### config.mk
export PLATFORM = sky130hd
export DESIGN_NAME = move_instruction_decoder
export DESIGN_NICKNAME = d
export VERILOG_FILES = /design/src/verilog/move_decoder_pkg.sv /design/src/verilog/return_stack.sv /design/src/verilog/move_instruction_decoder.sv
export VERILOG_INCLUDE_DIRS = /design/src /design/src/verilog
export SDC_FILE = /design/constraint.sdc
export NUM_CORES = 1
export LEC_CHECK = 0
export BUFFER_PORTS_ARGS = -buffer_cell sky130_fd_sc_hd__buf_2
export CAP_MARGIN = 25
export CORE_ASPECT_RATIO = 1.2
export CORE_MARGIN = 5
export CORE_UTILIZATION = 35
export CTS_BUF_LIST = sky130_fd_sc_hd__clkbuf_2 sky130_fd_sc_hd__clkbuf_4 sky130_fd_sc_hd__clkbuf_8
export DETAILED_ROUTE_END_ITERATION = 10
export GPL_TIMING_DRIVEN = 0
export SETUP_SLACK_MARGIN = 0.1
export SLEW_MARGIN = 40
export SYNTH_ARGS = -nofsm -noshare
export SYNTH_HDL_FRONTEND = slang
export SYNTH_SLANG_ARGS = --single-unit
### constraint.sdc
create_clock -name core_clk_in -period 8 [get_ports core_clk_in]
set_clock_uncertainty 0.2 [all_clocks]
set_input_delay 0 -clock core_clk_in [delete_from_list [all_inputs] [get_ports core_clk_in]]
set_output_delay 0 -clock core_clk_in [all_outputs]
set_load 0.01 [all_outputs]
### src/verilog/move_decoder_defs.svh
// Constants for the move-based instruction decoder core.
// Assumes inclusion by bare name from every file that needs it.
`ifndef MOVE_DECODER_DEFS_SVH
`define MOVE_DECODER_DEFS_SVH

// ----------------------------------------------------------------
// Instruction word fields
// ----------------------------------------------------------------
`define INSTR_W 16
`define FMT_BIT 15
`define SRC_MSB 7
`define SRC_LSB 0
`define SRC_MOD_MSB 3
`define SRC_IDX_MSB 7
`define SRC_IDX_LSB 4
`define DST_MOD_MSB 11
`define DST_MOD_LSB 8
`define DST_SUB_MSB 14
`define DST_SUB_LSB 12
`define FMT_IMMEDIATE 1'h0

// ----------------------------------------------------------------
// Internal module codes and register indices
// ----------------------------------------------------------------
`define MOD_PC 4'h0
`define MOD_ACC 4'h1
`define MOD_MEM 4'h2
`define MOD_DP 4'h3
`define MOD_PREFIX 4'hb
`define MOD_STK 4'hd
`define MOD_CTRL 4'he
`define IDX_ACC_LOAD 5'h00
`define IDX_ACC_ADD 5'h01
`define IDX_ACC_SUB 5'h02
`define IDX_ACC_AND 5'h03
`define IDX_ACC_OR 5'h04
`define IDX_ACC_XOR 5'h05
`define IDX_STK_TOP 5'h00
`define IDX_STK_PTR 5'h01
`define IDX_CTRL_STEP 5'h00
`define IDX_CTRL_ORG 5'h01

// ----------------------------------------------------------------
// Reset values
// ----------------------------------------------------------------
`define PC_RST 16'h8000
`define ACC_RST 16'h0000
`define SP_RST 4'hf
`define STEP_RST 6'h00
`define ORG_RST 1'h0

// ----------------------------------------------------------------
// Unified memory map boundaries
// ----------------------------------------------------------------
`define UROM_BASE 16'h8000
`define UROM_LAST 16'h8fff

`endif

### src/verilog/move_decoder_pkg.sv
// Types shared by the move-based instruction decoder core.
// Assumes the constants header is included alongside.
package move_decoder_pkg;

  typedef logic [15:0] word_t;
  typedef logic [3:0] mod_id_t;

  typedef enum logic [1:0] {
    SPACE_DATA = 2'h0,
    SPACE_CODE = 2'h1,
    SPACE_UROM = 2'h2
  } mem_space_t;

endpackage : move_decoder_pkg

### src/verilog/return_stack.sv
// Stack storage with registered read data and write forwarding.
// Assumes one clock, enable gating from the core and no reset on the array.
`timescale 1ns/10ps
module return_stack #(
  parameter int DEPTH = 16,
  parameter int WIDTH = 16,
  parameter int AW = 4
) (
  input wire logic core_clk_in,
  input wire logic srst_in,
  input wire logic ce_in,
  input wire logic we_in,
  input wire logic [AW-1:0] waddr_in,
  input wire logic [WIDTH-1:0] wdata_in,
  input wire logic [AW-1:0] raddr_in,
  output logic [WIDTH-1:0] rdata_out
);

  logic [WIDTH-1:0] mem [0:DEPTH-1];
  logic [WIDTH-1:0] rdata_q;
  wire fwd = we_in && (waddr_in == raddr_in);

  always_ff @(posedge core_clk_in) begin
    if (ce_in && we_in) begin
      mem[waddr_in] <= wdata_in;
    end
  end

  // Read port tracks the entry the pointer will address next
  always_ff @(posedge core_clk_in) begin
    if (srst_in) begin
      rdata_q <= '0;
    end else if (ce_in) begin
      rdata_q <= fwd ? wdata_in : mem[raddr_in];
    end
  end

  assign rdata_out = rdata_q;

endmodule : return_stack

### src/verilog/move_instruction_decoder.sv
// Single-cycle move-instruction decoder and execution control.
// Assumes program memory returns the word at pc_out in the same cycle,
// data memory reads asynchronously, peripherals answer reads combinationally.
//
// Contract
// - Only fixed sixteen-bit instruction words accepted
// - Top bit picks literal or register source
// - Source taken from low eight bits
// - Source low nibble module, high nibble index
// - Bits eight-fourteen: destination module and subindex
// - Prefix bits extend destination to upper registers
// - Prefix write costs exactly one extra cycle
// - Fetch and execute in one clock cycle
// - Designated register accesses trigger side effects
// - ALU combines accumulator with any register
// - Sixteen-entry hardware return-address stack
// - Three data pointers auto-step after access
// - Harvard default, optional unified memory map
// - Pointer resets to top; push pre-increments
//
// Added by the designer: the address-and-strobe port and the placing of the registers.
`timescale 1ns/10ps
`include "move_decoder_defs.svh"
module move_instruction_decoder #(
  parameter int DP_COUNT = 3,
  parameter int STACK_DEPTH = 16,
  parameter int STACK_AW = 4
) (
  input wire logic core_clk_in,
  input wire logic srst_in,
  input wire logic ce_in,
  input wire logic [15:0] instr_in,
  output move_decoder_pkg::word_t pc_out,
  output move_decoder_pkg::word_t acc_out,
  output logic [STACK_AW-1:0] sp_out,
  output logic prefix_active_out,
  output logic unified_out,
  output move_decoder_pkg::word_t dmem_raddr_out,
  output logic dmem_re_out,
  input wire logic [15:0] dmem_rdata_in,
  output move_decoder_pkg::mem_space_t dmem_rspace_out,
  output move_decoder_pkg::word_t dmem_waddr_out,
  output move_decoder_pkg::word_t dmem_wdata_out,
  output logic dmem_we_out,
  output move_decoder_pkg::mem_space_t dmem_wspace_out,
  output logic periph_rd_out,
  output move_decoder_pkg::mod_id_t periph_src_mod_out,
  output logic [3:0] periph_src_idx_out,
  input wire logic [15:0] periph_rdata_in,
  output logic periph_wr_out,
  output move_decoder_pkg::mod_id_t periph_dst_mod_out,
  output logic [4:0] periph_dst_idx_out,
  output move_decoder_pkg::word_t periph_wdata_out
);
  import move_decoder_pkg::*;

  // ----------------------------------------------------------------
  // State
  // ----------------------------------------------------------------
  word_t pc_q;
  word_t pc_d;
  word_t acc_q;
  word_t acc_d;
  logic [STACK_AW-1:0] sp_q;
  logic [STACK_AW-1:0] sp_d;
  logic [1:0] prefix_q;
  logic [1:0] prefix_d;
  logic prefix_valid_q;
  logic prefix_valid_d;
  logic [2*DP_COUNT-1:0] step_q;
  logic [2*DP_COUNT-1:0] step_d;
  logic org_q;
  logic org_d;
  logic [16*DP_COUNT-1:0] dp_flat;

  // ----------------------------------------------------------------
  // Field split
  // ----------------------------------------------------------------
  wire [15:0] iw = instr_in;
  wire src_is_reg = (iw[`FMT_BIT] != `FMT_IMMEDIATE);
  wire [7:0] src_field = iw[`SRC_MSB:`SRC_LSB];
  wire [3:0] src_mod = src_field[`SRC_MOD_MSB:0];
  wire [3:0] src_idx = src_field[`SRC_IDX_MSB:`SRC_IDX_LSB];
  wire [4:0] src_idx5 = {1'h0, src_idx};
  wire [3:0] dst_mod = iw[`DST_MOD_MSB:`DST_MOD_LSB];
  wire [2:0] dst_sub = iw[`DST_SUB_MSB:`DST_SUB_LSB];
  wire [1:0] dst_ext = prefix_valid_q ? prefix_q : 2'h0;
  wire [4:0] dst_idx = {dst_ext, dst_sub};

  // ----------------------------------------------------------------
  // Source decode
  // ----------------------------------------------------------------
  wire s_pc = src_is_reg && (src_mod == `MOD_PC);
  wire s_acc = src_is_reg && (src_mod == `MOD_ACC);
  wire s_mem = src_is_reg && (src_mod == `MOD_MEM);
  wire s_dp = src_is_reg && (src_mod == `MOD_DP);
  wire s_prefix = src_is_reg && (src_mod == `MOD_PREFIX);
  wire s_stk = src_is_reg && (src_mod == `MOD_STK);
  wire s_ctl = src_is_reg && (src_mod == `MOD_CTRL);
  wire s_int = s_pc || s_acc || s_mem || s_dp || s_prefix || s_stk || s_ctl;
  wire s_ext = src_is_reg && !s_int;
  wire s_pop = s_stk && (src_idx5 == `IDX_STK_TOP);
  wire s_sp = s_stk && (src_idx5 == `IDX_STK_PTR);
  wire s_step = s_ctl && (src_idx5 == `IDX_CTRL_STEP);
  wire s_org = s_ctl && (src_idx5 == `IDX_CTRL_ORG);
  wire [1:0] s_dpsel = src_idx[1:0];

  // ----------------------------------------------------------------
  // Destination decode
  // ----------------------------------------------------------------
  wire d_pc = (dst_mod == `MOD_PC);
  wire d_acc = (dst_mod == `MOD_ACC);
  wire d_mem = (dst_mod == `MOD_MEM);
  wire d_dp = (dst_mod == `MOD_DP);
  wire d_prefix = (dst_mod == `MOD_PREFIX);
  wire d_stk = (dst_mod == `MOD_STK);
  wire d_ctl = (dst_mod == `MOD_CTRL);
  wire d_int = d_pc || d_acc || d_mem || d_dp || d_prefix || d_stk || d_ctl;
  wire d_push = d_stk && (dst_idx == `IDX_STK_TOP);
  wire d_sp = d_stk && (dst_idx == `IDX_STK_PTR);
  wire d_step = d_ctl && (dst_idx == `IDX_CTRL_STEP);
  wire d_org = d_ctl && (dst_idx == `IDX_CTRL_ORG);
  wire [1:0] d_dpsel = dst_idx[1:0];

  // ----------------------------------------------------------------
  // Source value
  // ----------------------------------------------------------------
  word_t stk_top;
  word_t dp_src;
  word_t dp_dst;
  word_t src_reg_val;
  word_t src_val;

  assign dp_src = (s_dpsel < DP_COUNT) ? dp_flat[16*s_dpsel +: 16] : 16'h0000;
  assign dp_dst = (d_dpsel < DP_COUNT) ? dp_flat[16*d_dpsel +: 16] : 16'h0000;

  // Any register may feed the transfer, the ALU included
  always_comb begin
    src_reg_val = periph_rdata_in;
    if (s_pc) begin
      src_reg_val = pc_q;
    end else if (s_acc) begin
      src_reg_val = acc_q;
    end else if (s_mem) begin
      src_reg_val = dmem_rdata_in;
    end else if (s_dp) begin
      src_reg_val = dp_src;
    end else if (s_prefix) begin
      src_reg_val = {14'h0000, prefix_q};
    end else if (s_pop) begin
      src_reg_val = stk_top;
    end else if (s_sp) begin
      src_reg_val = {{(16-STACK_AW){1'h0}}, sp_q};
    end else if (s_step) begin
      src_reg_val = {{(16-2*DP_COUNT){1'h0}}, step_q};
    end else if (s_org) begin
      src_reg_val = {15'h0000, org_q};
    end else if (s_int) begin
      src_reg_val = 16'h0000;
    end
  end

  assign src_val = src_is_reg ? src_reg_val : {8'h00, src_field};

  // ----------------------------------------------------------------
  // Accumulator and ALU
  // ----------------------------------------------------------------
  always_comb begin
    acc_d = acc_q;
    if (d_acc) begin
      case (dst_idx)
        `IDX_ACC_LOAD: acc_d = src_val;
        `IDX_ACC_ADD: acc_d = acc_q + src_val;
        `IDX_ACC_SUB: acc_d = acc_q - src_val;
        `IDX_ACC_AND: acc_d = acc_q & src_val;
        `IDX_ACC_OR: acc_d = acc_q | src_val;
        `IDX_ACC_XOR: acc_d = acc_q ^ src_val;
        default: acc_d = acc_q;
      endcase
    end
  end

  // ----------------------------------------------------------------
  // Program counter
  // ----------------------------------------------------------------
  // A write to the counter is a jump; otherwise step to the next word
  assign pc_d = (d_pc && (dst_idx == 5'h00)) ? src_val : pc_q + 16'h0001;

  // ----------------------------------------------------------------
  // Prefix
  // ----------------------------------------------------------------
  // The prefix instruction is its own cycle; the value lives one instruction
  assign prefix_d = d_prefix ? src_val[1:0] : 2'h0;
  assign prefix_valid_d = d_prefix;

  // ----------------------------------------------------------------
  // Stack pointer
  // ----------------------------------------------------------------
  logic [STACK_AW-1:0] sp_popped;
  wire [STACK_AW-1:0] sp_one = {{(STACK_AW-1){1'h0}}, 1'h1};

  // Pop reads then decrements; push increments then stores
  assign sp_popped = s_pop ? sp_q - sp_one : sp_q;
  always_comb begin
    sp_d = sp_popped;
    if (d_sp) begin
      sp_d = src_val[STACK_AW-1:0];
    end else if (d_push) begin
      sp_d = sp_popped + sp_one;
    end
  end

  return_stack #(
    .DEPTH(STACK_DEPTH),
    .WIDTH(16),
    .AW(STACK_AW)
  ) u_stack (
    .core_clk_in(core_clk_in),
    .srst_in(srst_in),
    .ce_in(ce_in),
    .we_in(d_push),
    .waddr_in(sp_d),
    .wdata_in(src_val),
    .raddr_in(sp_d),
    .rdata_out(stk_top)
  );

  // ----------------------------------------------------------------
  // Control registers
  // ----------------------------------------------------------------
  assign step_d = d_step ? src_val[2*DP_COUNT-1:0] : step_q;
  assign org_d = d_org ? src_val[0] : org_q;

  // ----------------------------------------------------------------
  // Data pointers
  // ----------------------------------------------------------------
  genvar g;
  generate
    for (g = 0; g < DP_COUNT; g++) begin : g_dp
      logic [15:0] dp_q;
      logic [15:0] dp_d;
      wire wr = d_dp && (d_dpsel == 2'(g));
      wire used = (s_mem && (s_dpsel == 2'(g))) || (d_mem && (d_dpsel == 2'(g)));
      wire en = step_q[2*g];
      wire down = step_q[2*g+1];
      // Explicit load wins over the automatic step
      assign dp_d = wr ? src_val :
                    (used && en) ? (down ? dp_q - 16'h0001 : dp_q + 16'h0001) :
                    dp_q;
      always_ff @(posedge core_clk_in) begin
        if (srst_in) begin
          dp_q <= 16'h0000;
        end else if (ce_in) begin
          dp_q <= dp_d;
        end
      end
      assign dp_flat[16*g +: 16] = dp_q;
    end
  endgenerate

  // ----------------------------------------------------------------
  // Memory space decode
  // ----------------------------------------------------------------
  function automatic mem_space_t space_of(input logic unified, input logic [15:0] a);
    mem_space_t s;
    s = SPACE_DATA;
    if (unified) begin
      if (a < `UROM_BASE) begin
        s = SPACE_CODE;
      end else if (a <= `UROM_LAST) begin
        s = SPACE_UROM;
      end
    end
    return s;
  endfunction : space_of

  assign dmem_raddr_out = dp_src;
  assign dmem_re_out = ce_in && s_mem;
  assign dmem_rspace_out = space_of(org_q, dp_src);
  assign dmem_waddr_out = dp_dst;
  assign dmem_wdata_out = src_val;
  assign dmem_we_out = ce_in && d_mem;
  assign dmem_wspace_out = space_of(org_q, dp_dst);

  // ----------------------------------------------------------------
  // Peripheral transfers
  // ----------------------------------------------------------------
  // Non-core modules see the access as a strobe with its side effects
  assign periph_rd_out = ce_in && s_ext;
  assign periph_src_mod_out = src_mod;
  assign periph_src_idx_out = src_idx;
  assign periph_wr_out = ce_in && !d_int;
  assign periph_dst_mod_out = dst_mod;
  assign periph_dst_idx_out = dst_idx;
  assign periph_wdata_out = src_val;

  // ----------------------------------------------------------------
  // Registers
  // ----------------------------------------------------------------
  always_ff @(posedge core_clk_in) begin
    if (srst_in) begin
      pc_q <= `PC_RST;
      acc_q <= `ACC_RST;
    end else if (ce_in) begin
      pc_q <= pc_d;
      acc_q <= acc_d;
    end
  end

  always_ff @(posedge core_clk_in) begin
    if (srst_in) begin
      sp_q <= STACK_AW'(`SP_RST);
      prefix_q <= 2'h0;
      prefix_valid_q <= 1'h0;
    end else if (ce_in) begin
      sp_q <= sp_d;
      prefix_q <= prefix_d;
      prefix_valid_q <= prefix_valid_d;
    end
  end

  always_ff @(posedge core_clk_in) begin
    if (srst_in) begin
      step_q <= (2*DP_COUNT)'(`STEP_RST);
      org_q <= `ORG_RST;
    end else if (ce_in) begin
      step_q <= step_d;
      org_q <= org_d;
    end
  end

  // ----------------------------------------------------------------
  // Observation outputs
  // ----------------------------------------------------------------
  assign pc_out = pc_q;
  assign acc_out = acc_q;
  assign sp_out = sp_q;
  assign prefix_active_out = prefix_valid_q;
  assign unified_out = org_q;

endmodule : move_instruction_decoder

==> metrics.yaml <==
die:
  die-area_um2: 65450
  die_x_um: 234.4
  core-area_um2: 59710
  chipHeight_um: 279.3
  start_util: 0.3541
  io_pins: 178
  core.rowCount: 98
synthesis:
  yosys_warnings: 0
  synth_cell_types: 86
  synth_top_flop_cell: "edfxtp_1"
  synthCells: 2224
  synth-seq-area-share: 0.4677
  synthesis.area_um2: 21150
  netlist_top_cells_area: "edfxtp_1 (36%), dfxtp_1 (10%), nand2_1 (6.5%), ha_1 (5.6%), a21oi_1 (3.3%)"
  yosysMostFrequentCell: "nand2_1"
  netlist_top_cells_count: "nand2_1 (368), edfxtp_1 (256), nor2_1 (183)"
  synth_fp_nets: 2373
  synth_top_area_frac: 0.3636
  yosysTopAreaCell: "edfxtp_1"
  synth_edf_count: 256
  ys_ff_latch: 366
  avgSynthCellArea_um2: 9.508
  synthArstFlopShare: 0
grt:
  antenna_found_initial: 4
  grt-ovfl-total: 0
  grt_max_degree: 30
  grt_pass1_wl_um: 133200
  grt.total_usage: 0.2789
  grt_pass1_vias: 19520
critical_path:
  critPathMaxFanout: 29
  start_kind: "flip-flop"
  reg2reg_to: "acc_out[15]"
  r2r_slack_ns: 0.94
  critPathTopFamily: "compound AO/OA/AOI/OAI gates"
  r2r_cells: 20
  timing.critical_path.from: "g_dp[0].dp_q[0]"
  path_cells: "mux2i_1 -> o21ai_0 -> a21oi_1 -> o311ai_4 -> clkbuf_4 -> inv_1 -> ha_1 -> mux2i_1 -> ha_1 -> nor2b_1 -> o31a_1 -> o41a_1 -> a311o_1 -> a21o_1 -> o41ai_2 -> o21ai_1 -> xnor2_1 -> mux2_2 -> o21ai_1 -> a311oi_1"
  slowest_delay_ns: 0.65
  crit_type: "reg -> reg"
  reg2reg_from: "g_dp[0].dp_q[0]"
  critical_path_arrival_ns: 7.38
  crit_buf_inv: 2
  crit_slowest_cell: "o311ai_4"
  endpoint_kind: "flip-flop"
  worstPathRequired_ns: 8.32
pwr:
  seqPwrFrac: 0.442
  p_leak_nw: 9.759
  switching_power_mw: 1.377
  p_int_mw: 3.320
  irDropWorstVdd_mv: 0.09715
  clock_power_share: 0.405
  combPwrFrac: 0.153
  switching_share: 0.2932
  power_density_nw_per_um2: 185.3
clock_tree:
  root_buffer: "clkbuf_8"
  cts_buffer_depth: 3
  clock_sinks: 366
  post_cts_buffers: 0
  cts_tree: "done"
  worstSkewPairLatency_ns: 0.68
  cts_inserted_buffers: 66
  cts.repair.resized: 0
  clkTransAtPathRegs_ns: 0.07
  htreeDepth: 3
sta:
  clock.fmax_mhz: 141.6
  hold_ws_ns: 0.07800
  setup_violations: 0
  hold_viol: 0
  max_slew.worst_pin.slew_ns: 0.9050
  fin_crit_sh: 0.8829
  min_period_ns: 7.063
  setup_tns_ns: 0
  slew_viol_final: 0
  relSlewSlack: 0.3967
  rsz0062_at_grt: "false"
  finalWorstSetupSlack_ns: 0.9367
finish:
  final_layout_size_suffix_gt1_frac: 0.1844
  area_growth_pct: 19.89
  nFillCells: 5911
  nets: 2662
routing:
  drt-total-wl_um: 93430
  drc: 0
  viasPerCell: 5.882
  postRouteAntennaNets: 0
  first_pass_iters: 7
  wire_per_inst_um: 27.72
  drtIter0Drc: 2166
  num_vias: 19820
placed_design:
  gp_congestion: 0.9604
  post-place-ws_ns: 0.9507
  dpl.hpwl_um: 68490
  portBuffers: 171
hold_path:
  min_path_type: "in -> reg"
  hold_end: "g_dp[2].dp_q[2]"
  min-delay-start: "instr_in[13]"
  hold-path-cell-count: 5
outcome:
  status: "finished, final reports clean"
job:
  drv_cap: 0
registers in the layout (all words and copies together) (netlist names), 2 cells and up:
| name | count |
|---|---|
| g_dp.dp_q | 48 |
| sp_out | 4 |
| acc_out | 16 |
| u_stack.mem | 256 |
| prefix_q | 2 |
| u_stack.rdata_out | 16 |
| step_q | 6 |
| pc_out | 16 |
cell type report:
cell class              instances  area, um2  area share
flip-flops and latches        366       9891      0.3902
inverters                      62      232.7    0.009180
plain buffers                 176      902.1     0.03559
clock inverters                27      246.5    0.009723
well taps                     800       1001     0.03948
multi-input cells            1620      10410      0.4106
repair buffers                221       1508     0.05947
clock buffers                  93       1149     0.04531
diodes                          5      12.51   0.0004936
layer usage:
| metal | GRT usage | up-vias | part of all wire |
|---|---|---|---|
| met2 | 0.4556 | 1129 | 0.47 |
| met4 | 0.1878 | 0 | 0.081 |
| li1 | - | 8772 | - |
| met5 | 0 | - | 0 |
| met3 | 0.05624 | 312 | 0.081 |
| met1 | 0.3304 | 9611 | 0.37 |
power groups by stage:
stage	Sequential, mW	Combinational, mW	Clock (mW)
floorplan	2.11	0.373	0
global placement	2.12	0.649	0
detailed placement	2.12	0.690	0
CTS	2.08	0.704	1.92
global route	2.08	0.754	2.01
finish	2.08	0.719	1.90
worst min-delay path, delay by kind of cell:
kind | cells | cell delay, ns
buffers and inverters | 1 | 0.18
AOI/OAI and AO/OA | 2 | 0.25
and+or+nand+nor | 2 | 0.46
through the flow:
step | instances | cell area (um2) | util | power (mW)
5_1_grt | 3365 | 25340 | 0.4243 | 4.841
3_5_place_dp | 3219 | 23660 | 0.3962 | 2.806
4_1_cts | 3365 | 25320 | 0.4240 | 4.701
3_3_place_gp | 3195 | 23000 | 0.3852 | 2.766
2_1_floorplan | 2224 | 21150 | - | 2.478
6_report | 3370 | 25350 | 0.4245 | 4.697
what timing repair did:
| action | in CTS | in global routing |
|---|---|---|
| hold buffers | 26 | 0 |
| endpoints found under the setup margin | 0 | 0 |
| hold endpoints to repair | 114 | 0 |
layout by cell type (no fill, tap or decap), drive strengths merged, types with 94 or more instances in the layout:
| cell | count |
|---|---|
| nand2 | 368 |
| buf | 285 |
| edfxtp | 256 |
| nor2 | 184 |
| clkbuf | 179 |
| a21oi | 144 |
| o21ai | 116 |
| dfxtp | 110 |
| ha | 94 |
logic make-up after synthesis:
| kind of cell | Yosys count | share of synthesized area |
|---|---|---|
| AOI/OAI and AO/OA | 580 | 0.1858 |
| buffers and inverters | 238 | 0.05237 |
| muxes | 76 | 0.03929 |
| and+or+nand+nor | 798 | 0.1666 |
| xor gates and xnor gates | 68 | 0.02882 |
| DFF | 366 | 0.4677 |
| adders and majority gates | 98 | 0.05941 |
worst max-delay path by stage:
stage	to	slack (ns)	depth (start not counted)
after detailed placement	acc_out[15]	0.95	22
after global routing	acc_out[15]	0.81	20
final	acc_out[15]	0.94	20
after global placement	acc_out[15]	-0.29	24
after floorplan	acc_out[15]	2.22	21
after CTS	acc_out[15]	1.11	20
No activity file was read; power rests on OpenSTA's default activity.
